[config.mk]
export PLATFORM = sky130hd
export DESIGN_NAME = bic_regs
export DESIGN_NICKNAME = d
export VERILOG_FILES = /design/src/core/bic_irq_gate.v /design/src/core/bic_regs.v
export VERILOG_INCLUDE_DIRS = /design/src /design/src/core
export SDC_FILE = /design/constraint.sdc
export NUM_CORES = 1
export LEC_CHECK = 0
export BUFFER_PORTS_ARGS = -buffer_cell sky130_fd_sc_hd__buf_2
export CAP_MARGIN = 25
export CORE_MARGIN = 2
export CORE_UTILIZATION = 34
export CTS_BUF_LIST = sky130_fd_sc_hd__clkbuf_16
export DETAILED_ROUTE_END_ITERATION = 8
export PLACE_DENSITY = 0.86
export REMOVE_ABC_BUFFERS = 1
export SLEW_MARGIN = 20
export SYNTH_ARGS = -nofsm -noshare
export SYNTH_HDL_FRONTEND = slang
export SYNTH_SLANG_ARGS = --single-unit
[constraint.sdc]
create_clock -name ref_clk -period 1.5 [get_ports ref_clk]
set_input_delay 0.3 -clock ref_clk [delete_from_list [all_inputs] [get_ports ref_clk]]
set_output_delay 0.3 -clock ref_clk [all_outputs]
set_load 0.01 [all_outputs]
[src/core/bic_map.vh]
// offsets, field positions, reset value and command write mask for the bridge id/command regs
`ifndef BIC_MAP_VH
`define BIC_MAP_VH
`define BIC_OFF_VENDOR 8'h00
`define BIC_OFF_DEVICE 8'h02
`define BIC_OFF_CMD 8'h04
`define BIC_CMD_RESET 16'h0000
`define BIC_CMD_IRQ_DIS_BIT 10
`define BIC_CMD_FAST_B2B_ENABLE_BIT 9
`define BIC_CMD_SERR_EN_BIT 8
`define BIC_CMD_RESV7_BIT 7
`define BIC_CMD_WMASK 16'h0500
`define BIC_DCTL_NONFATAL_BIT 1
`define BIC_DCTL_FATAL_BIT 2
`endif

[src/core/bic_irq_gate.v]
// legacy interrupt-message gate: assert/deassert messages for the function's own pme interrupt
`timescale 1ns/1ps
module bic_irq_gate (
  input wire ref_clk,
  input wire rst,
  input wire pme_irq_level,
  input wire irq_msg_disable,
  output reg assert_msg,
  output reg deassert_msg,
  output reg inta_active
);
  reg want;

  // wanted level follows the pme request unless messages are disabled
  always @* begin
    want = pme_irq_level & ~irq_msg_disable; // RULE3
  end

  // edge of the wanted level sends one message; disabling drops an active interrupt
  always @(posedge ref_clk) begin
    if (rst) begin
      assert_msg <= 1'b0;
      deassert_msg <= 1'b0;
      inta_active <= 1'b0;
    end else begin
      assert_msg <= want & ~inta_active;
      deassert_msg <= ~want & inta_active; // RULE4
      inta_active <= want;
    end
  end
endmodule

[src/core/bic_regs.v]
// bridge identification and command registers with interrupt and serr message control
// Operation
// RULE1 - vendor code reads as fixed 16-bit value at offset 0
// RULE2 - device code reads as three fixed fields at offset 2
// RULE3 - irq-disable clear lets the function send legacy interrupt messages
// RULE4 - irq-disable set stops messages and deasserts an active interrupt
// RULE5 - irq-disable gates only own pme interrupt; forwarded messages pass
// RULE6 - fast back-to-back bit 9 always reads zero
// RULE7 - serr enable clear: serr only for device-control enabled conditions
// RULE8 - serr enable set: serr for primary-side errors, not secondary-side ones
// RULE9 - errors reported when serr enable or matching device-control enable set
// RULE10 - each sent serr message is flagged for the status register
// RULE11 - command resets to zero; reserved bits read-only
// RULE12 - writes to read-only or reserved bits are ignored
`timescale 1ns/1ps
`include "bic_map.vh"
module bic_regs #(
  parameter [15:0] VENDOR_CODE = 16'h1234, // arbitrary value
  parameter [7:0] DEVICE_UPPER = 8'h5a, // arbitrary value
  parameter [3:0] DEVICE_HIGH_NIBBLE = 4'h3, // arbitrary value
  parameter [3:0] DEVICE_LOW_NIBBLE = 4'h1 // arbitrary value
) (
  input wire ref_clk,
  input wire rst,
  input wire cfg_wr,
  input wire cfg_rd,
  input wire [7:0] cfg_addr,
  input wire [15:0] cfg_wdata,
  input wire [1:0] cfg_be,
  output reg [15:0] cfg_rdata,
  output reg cfg_rvalid,
  input wire [15:0] dev_ctl,
  input wire pme_irq_level,
  input wire fwd_msg_valid,
  input wire [7:0] fwd_msg,
  output reg up_msg_valid,
  output reg [7:0] up_msg,
  output reg inta_assert_msg,
  output reg inta_deassert_msg,
  input wire err_primary_nonfatal,
  input wire err_primary_fatal,
  input wire err_secondary,
  output reg serr_msg,
  output reg serr_signaled,
  output reg [15:0] bridge_command
);
  localparam CMD_W = 16;

  // command register state
  reg [CMD_W-1:0] cmd_reg;

  // merged next value of the command register
  wire [CMD_W-1:0] cmd_next;

  // command word as software sees it
  wire [CMD_W-1:0] cmd_view;

  // read mux output, captured on the read strobe
  reg [15:0] rd_next;

  // assembled identity words
  wire [15:0] vendor_code;
  wire [15:0] device_code;

  // identity fields
  wire [7:0] device_code_upper_byte;
  wire [3:0] device_code_high_nibble;
  wire [3:0] device_code_low_nibble;

  // interrupt-message disable view
  wire legacy_irq_msg_disable;

  // unimplemented fast back-to-back view
  wire fast_b2b_enable;

  // system-error message enable view
  wire system_error_msg_enable;

  // enables from the device-control word
  wire nf_en;
  wire f_en;

  // identity offset hits
  wire hit_vendor;
  wire hit_device;

  // command offset hit and accepted write
  wire hit_cmd;
  wire cmd_wr;

  // writable positions
  wire [CMD_W-1:0] wr_mask;

  // lanes opened by the byte enables
  wire [CMD_W-1:0] byte_sel;

  // per-bit write enable
  wire [CMD_W-1:0] bit_we;

  // per-class error reports
  wire nf_report;
  wire f_report;

  // any qualified error this cycle
  wire serr_fire;

  // own interrupt gate outputs
  wire g_assert;
  wire g_deassert;

  genvar gi;

  // upper identity field; parameters only, so no write can reach it
  assign device_code_upper_byte = DEVICE_UPPER; // RULE2

  // middle identity field
  assign device_code_high_nibble = DEVICE_HIGH_NIBBLE; // RULE2

  // low identity field
  assign device_code_low_nibble = DEVICE_LOW_NIBBLE; // RULE2

  // vendor word
  assign vendor_code = VENDOR_CODE; // RULE1

  // device word from its three fields
  assign device_code = {device_code_upper_byte, device_code_high_nibble,
    device_code_low_nibble}; // RULE2

  // interrupt-message disable bit
  assign legacy_irq_msg_disable = cmd_reg[`BIC_CMD_IRQ_DIS_BIT];

  // fast back-to-back is not implemented
  assign fast_b2b_enable = 1'b0; // RULE6

  // system-error message enable bit
  assign system_error_msg_enable = cmd_reg[`BIC_CMD_SERR_EN_BIT];

  // non-fatal reporting enable
  assign nf_en = dev_ctl[`BIC_DCTL_NONFATAL_BIT];

  // fatal reporting enable
  assign f_en = dev_ctl[`BIC_DCTL_FATAL_BIT];

  // identity offsets; full byte compare so aliases never hit
  assign hit_vendor = (cfg_addr == `BIC_OFF_VENDOR);
  assign hit_device = (cfg_addr == `BIC_OFF_DEVICE);

  // command offset; writes elsewhere are dropped
  assign hit_cmd = (cfg_addr == `BIC_OFF_CMD);
  assign cmd_wr = cfg_wr & hit_cmd; // RULE12

  // only bits 10 and 8 are writable
  assign wr_mask = `BIC_CMD_WMASK; // RULE11

  // byte lanes; low lane opens nothing writable
  assign byte_sel = {{8{cfg_be[1]}}, {8{cfg_be[0]}}};

  // a bit is written only when writable, its lane open and the offset hit
  assign bit_we = wr_mask & byte_sel & {CMD_W{cmd_wr}}; // RULE12

  // per-bit merge; read-only bits are forced back to zero
  generate
    for (gi = 0; gi < CMD_W; gi = gi + 1) begin : g_cmd_bit
      assign cmd_next[gi] = bit_we[gi] ? cfg_wdata[gi] :
        (cmd_reg[gi] & wr_mask[gi]); // RULE12
    end
  endgenerate

  // command register, zero after reset
  always @(posedge ref_clk) begin
    if (rst) begin
      cmd_reg <= `BIC_CMD_RESET; // RULE11
    end else begin
      cmd_reg <= cmd_next; // RULE11
    end
  end

  // visible command word; all but bits 10 and 8 hardwired to zero
  assign cmd_view = {5'h00, legacy_irq_msg_disable, fast_b2b_enable,
    system_error_msg_enable, 8'h00}; // RULE6 RULE11

  // read mux; unmapped offsets return zero rather than stale data
  always @* begin
    rd_next = 16'h0000;
    if (hit_vendor) begin
      rd_next = vendor_code; // RULE1
    end else if (hit_device) begin
      rd_next = device_code; // RULE2
    end else if (hit_cmd) begin
      rd_next = cmd_view; // RULE6
    end
  end

  // read answer strobe, one cycle after the request
  always @(posedge ref_clk) begin
    if (rst) begin
      cfg_rvalid <= 1'b0;
    end else begin
      cfg_rvalid <= cfg_rd;
    end
  end

  // read data holds until the next read so software may take it late
  always @(posedge ref_clk) begin
    if (rst) begin
      cfg_rdata <= 16'h0000;
    end else if (cfg_rd) begin
      cfg_rdata <= rd_next;
    end
  end

  // own interrupt gate; forwarded traffic does not pass through it
  bic_irq_gate u_gate (
    .ref_clk(ref_clk),
    .rst(rst),
    .pme_irq_level(pme_irq_level),
    .irq_msg_disable(legacy_irq_msg_disable),
    .assert_msg(g_assert),
    .deassert_msg(g_deassert),
    .inta_active()
  );

  // non-fatal primary error with either enable
  assign nf_report = err_primary_nonfatal & (system_error_msg_enable | nf_en); // RULE7 RULE9

  // fatal primary error with either enable
  assign f_report = err_primary_fatal & (system_error_msg_enable | f_en); // RULE7 RULE9

  // err_secondary is deliberately no source: secondary-side errors are excluded
  assign serr_fire = nf_report | f_report; // RULE8

  // forwarded message valid passes regardless of the disable bit
  always @(posedge ref_clk) begin
    if (rst) begin
      up_msg_valid <= 1'b0;
    end else begin
      up_msg_valid <= fwd_msg_valid; // RULE5
    end
  end

  // forwarded message payload, copied one cycle late
  always @(posedge ref_clk) begin
    if (rst) begin
      up_msg <= 8'h00;
    end else begin
      up_msg <= fwd_msg; // RULE5
    end
  end

  // own interrupt assert message
  always @(posedge ref_clk) begin
    if (rst) begin
      inta_assert_msg <= 1'b0;
    end else begin
      inta_assert_msg <= g_assert; // RULE3
    end
  end

  // own interrupt deassert message
  always @(posedge ref_clk) begin
    if (rst) begin
      inta_deassert_msg <= 1'b0;
    end else begin
      inta_deassert_msg <= g_deassert; // RULE4
    end
  end

  // system-error message pulse
  always @(posedge ref_clk) begin
    if (rst) begin
      serr_msg <= 1'b0;
    end else begin
      serr_msg <= serr_fire; // RULE8
    end
  end

  // event flag for the status register, same cycle as the message
  always @(posedge ref_clk) begin
    if (rst) begin
      serr_signaled <= 1'b0;
    end else begin
      serr_signaled <= serr_fire; // RULE10
    end
  end

  // registered copy of the command word, same edge as the register itself
  always @(posedge ref_clk) begin
    if (rst) begin
      bridge_command <= `BIC_CMD_RESET;
    end else begin
      bridge_command <= cmd_next; // RULE11
    end
  end

  // fixed identity words are never registered; they cannot change at run time
endmodule

==> metrics <==
top cells by area, synth=dfxtp_1 47%, buf_4 21%, nor2b_1 9.5%, nand2b_1 5.7%, a21oi_1 3.1%; vias after detailed routing=about 730; slowest CP cell=dfxtp_1; Max Buffers Root-to-Sink=2; flip-flop and latch count after synthesis=23; final instance area=1240 sq um; port bufs=54; Post-synth EDFFs=0; Starting Density=0.357; Tmin final=between 1 and 1.5 ns; Remaining Overflow, GRT=0; Main synth FF type=dfxtp_1; Max stage delay on crit path=0.38 ns; critical path, cell by cell=buf_2; unrepaired setup endpoints after global routing=no; Hold Path Origin=fwd_msg[3]; Avg Cell Area, Syn=between 10 and 15 sq um; Via density=4.11; Routed Antenna Nets=0; nets=206; Post-Syn Area=slightly below 1000 sq um; worst r2r path cells=3; final WL=1650 microns; CTS tree=yes; top-count cell post-synth=buf_4; WP buf/inv=1; placed cell count=between 150 and 200; crit path launch type=flip-flop; FF-to-FF Start=bridge_command[10]; Die Span Y=57.8 microns; Max Clk Rate=roughly 920 MHz; clk_lat worst skew=about 0.25 ns; CTS H-tree lvls=1; Pre-antenna DRT Iters=4; CTS sink count=23; Post-CTS Resized=0; die footprint=3340 sq um; routed wl met2=about 740 microns; most frequent cells after synthesis=27 x buf_4, 23 x dfxtp_1, 15 x nor2b_1; setup bufs post-CTS=0; io pins=105; Mapped Cells=98; wire length of the first global-routing pass=2490 microns; power density cells=1070 nW/um^2; worst hold path cell count=2; antenna diode count=0; Highest Signal Layer=met3; layout cell share with drive strength beyond 1=0.425; required time worst endpoint=around 1.2 ns; Remaining DRCs=0; fin crit share=0.721; vias in the first global route=577; IR drop worst, VDD=0.862 mV; Final Setup Violations=0; register area share after synthesis=0.468; post-DP HPWL=1270 microns; met3 WL=224 microns; Worst setup EP type=primary output; chip width=57.8 microns; top cell type's share of synthesized area=0.468; crit path max fanout=4; Clock Skew=about 0.0018 ns; FP Rows=19; first-iteration detailed-routing DRC count=13; Final Max Tran Viols=0; largest net degree at the start of global routing=25; Hold Crit Endpoint=up_msg[3]; Final Non-Filler Cells=177; worst hold slack=0.258 ns; cts hold-fix bufs=0; routed metal-1 wirelength=around 690 microns; setup TNS=0 ns; outcome=complete, no violations; Crit Path Class=reg2out; area grow syn2layout=25.8%; ys async rst share=0; initial antenna violation count=0; Clock transition at path regs=0.06 ns; Reg2Reg Setup Slack=approximately 0.7 ns; fillcell total=roughly 270; CTS root buffer=clkbuf_16; Final Power=~1.3 mW; number of CTS-inserted buffers=3; post-synth cell types=18; routed len/inst=9.33 microns; max-cap viol count=0; static leakage=0.618 nW; CP top delay family=flip-flops; final hold viol count=0; RR Endpoint=u_gate.assert_msg; gr usage total=0.0973; WP data arrival=roughly 0.78 ns; Yosys warnings=0; core area=approximately 2800 sq um; GPL Wtd Cong=0.610; Area after DPL=~1200 sq um; worst hold path type=in2reg; cell taking the most area after synthesis=dfxtp_1
cell type report:
type,instances,area (sq um),area share
Clock buffer,3,75.1,0.0607
Clock inverter,1,5.00,0.00404
Multi-Input combinational cell,64,380,0.307
Sequential cell,23,460,0.372
Tap cell,31,38.8,0.0313
Timing Repair Buffer,55,278,0.224
where the power goes:
| group | internal [mW] | leakage [nW] | switching [mW] |
|---|---|---|---|
| combinational | 0.0580 | 0.389 | 0.0733 |
| sequential | 0.632 | 0.189 | 0.00458 |
| clock | 0.358 | 0.0409 | 0.204 |
how the worst max path moves through the flow:
stage | from | end | slack (ns) | depth (start not counted)
2_1_floorplan | cfg_addr[5] | bridge_command[10] | 0.35 | 3
3_3_place_gp | cfg_addr[0] | bridge_command[8] | 0.17 | 4
3_5_place_dp | cfg_addr[0] | bridge_command[8] | 0.15 | 4
4_1_cts | bridge_command[8] | bridge_command[8] | 0.40 | 1
5_1_grt | cfg_addr[0] | bridge_command[10] | 0.35 | 4
6_report | bridge_command[8] | bridge_command[8] | 0.42 | 1
cell families after synthesis:
| kind of cell | share of synthesized area |
|---|---|
| simple gates | 0.247 |
| buf+inv | 0.218 |
| flops | 0.468 |
| compound gates | 0.0433 |
| mux | 0.0204 |
| other cells | 0.00381 |
layout by cell type (no fill, tap or decap):
cell type  instances
dfxtp_1           23
nor4_4             1
clkinv_2           1
buf_2             54
mux2i_1            2
nand4_1            3
buf_4              1
nor4b_2            1
a22oi_1            1
nand3_1            1
nor2b_1           15
o21ai_0            1
nand4b_1           1
a21oi_1            6
clkbuf_16          3
and4_4             1
nor3b_1            1
nor3_1             1
nand2b_1           9
conb_1            20
flip-flops by register name, indices dropped and copies added (netlist names):
register,cells
inta_assert_msg,1
bridge_command,2
u_gate.assert_msg,1
up_msg,8
up_msg_valid,1
serr_signaled,1
u_gate.inta_active,1
inta_deassert_msg,1
cfg_rvalid,1
u_gate.deassert_msg,1
cfg_rdata,5
per-layer routing:
metal | up-vias | track usage
met1 | 312 | 0.111
met4 | 0 | 0.0299
met5 | - | 0
met2 | 48 | 0.154
met3 | 0 | 0.0558
li1 | 367 | -
stage by stage:
step | util | setup slack [ns]
floorplan | - | 0.347
global placement | 0.420 | 0.170
detailed placement | 0.420 | 0.147
CTS | 0.449 | 0.397
global route | 0.449 | 0.346
finish | 0.449 | 0.418
No activity file was read; power rests on OpenSTA's default activity.
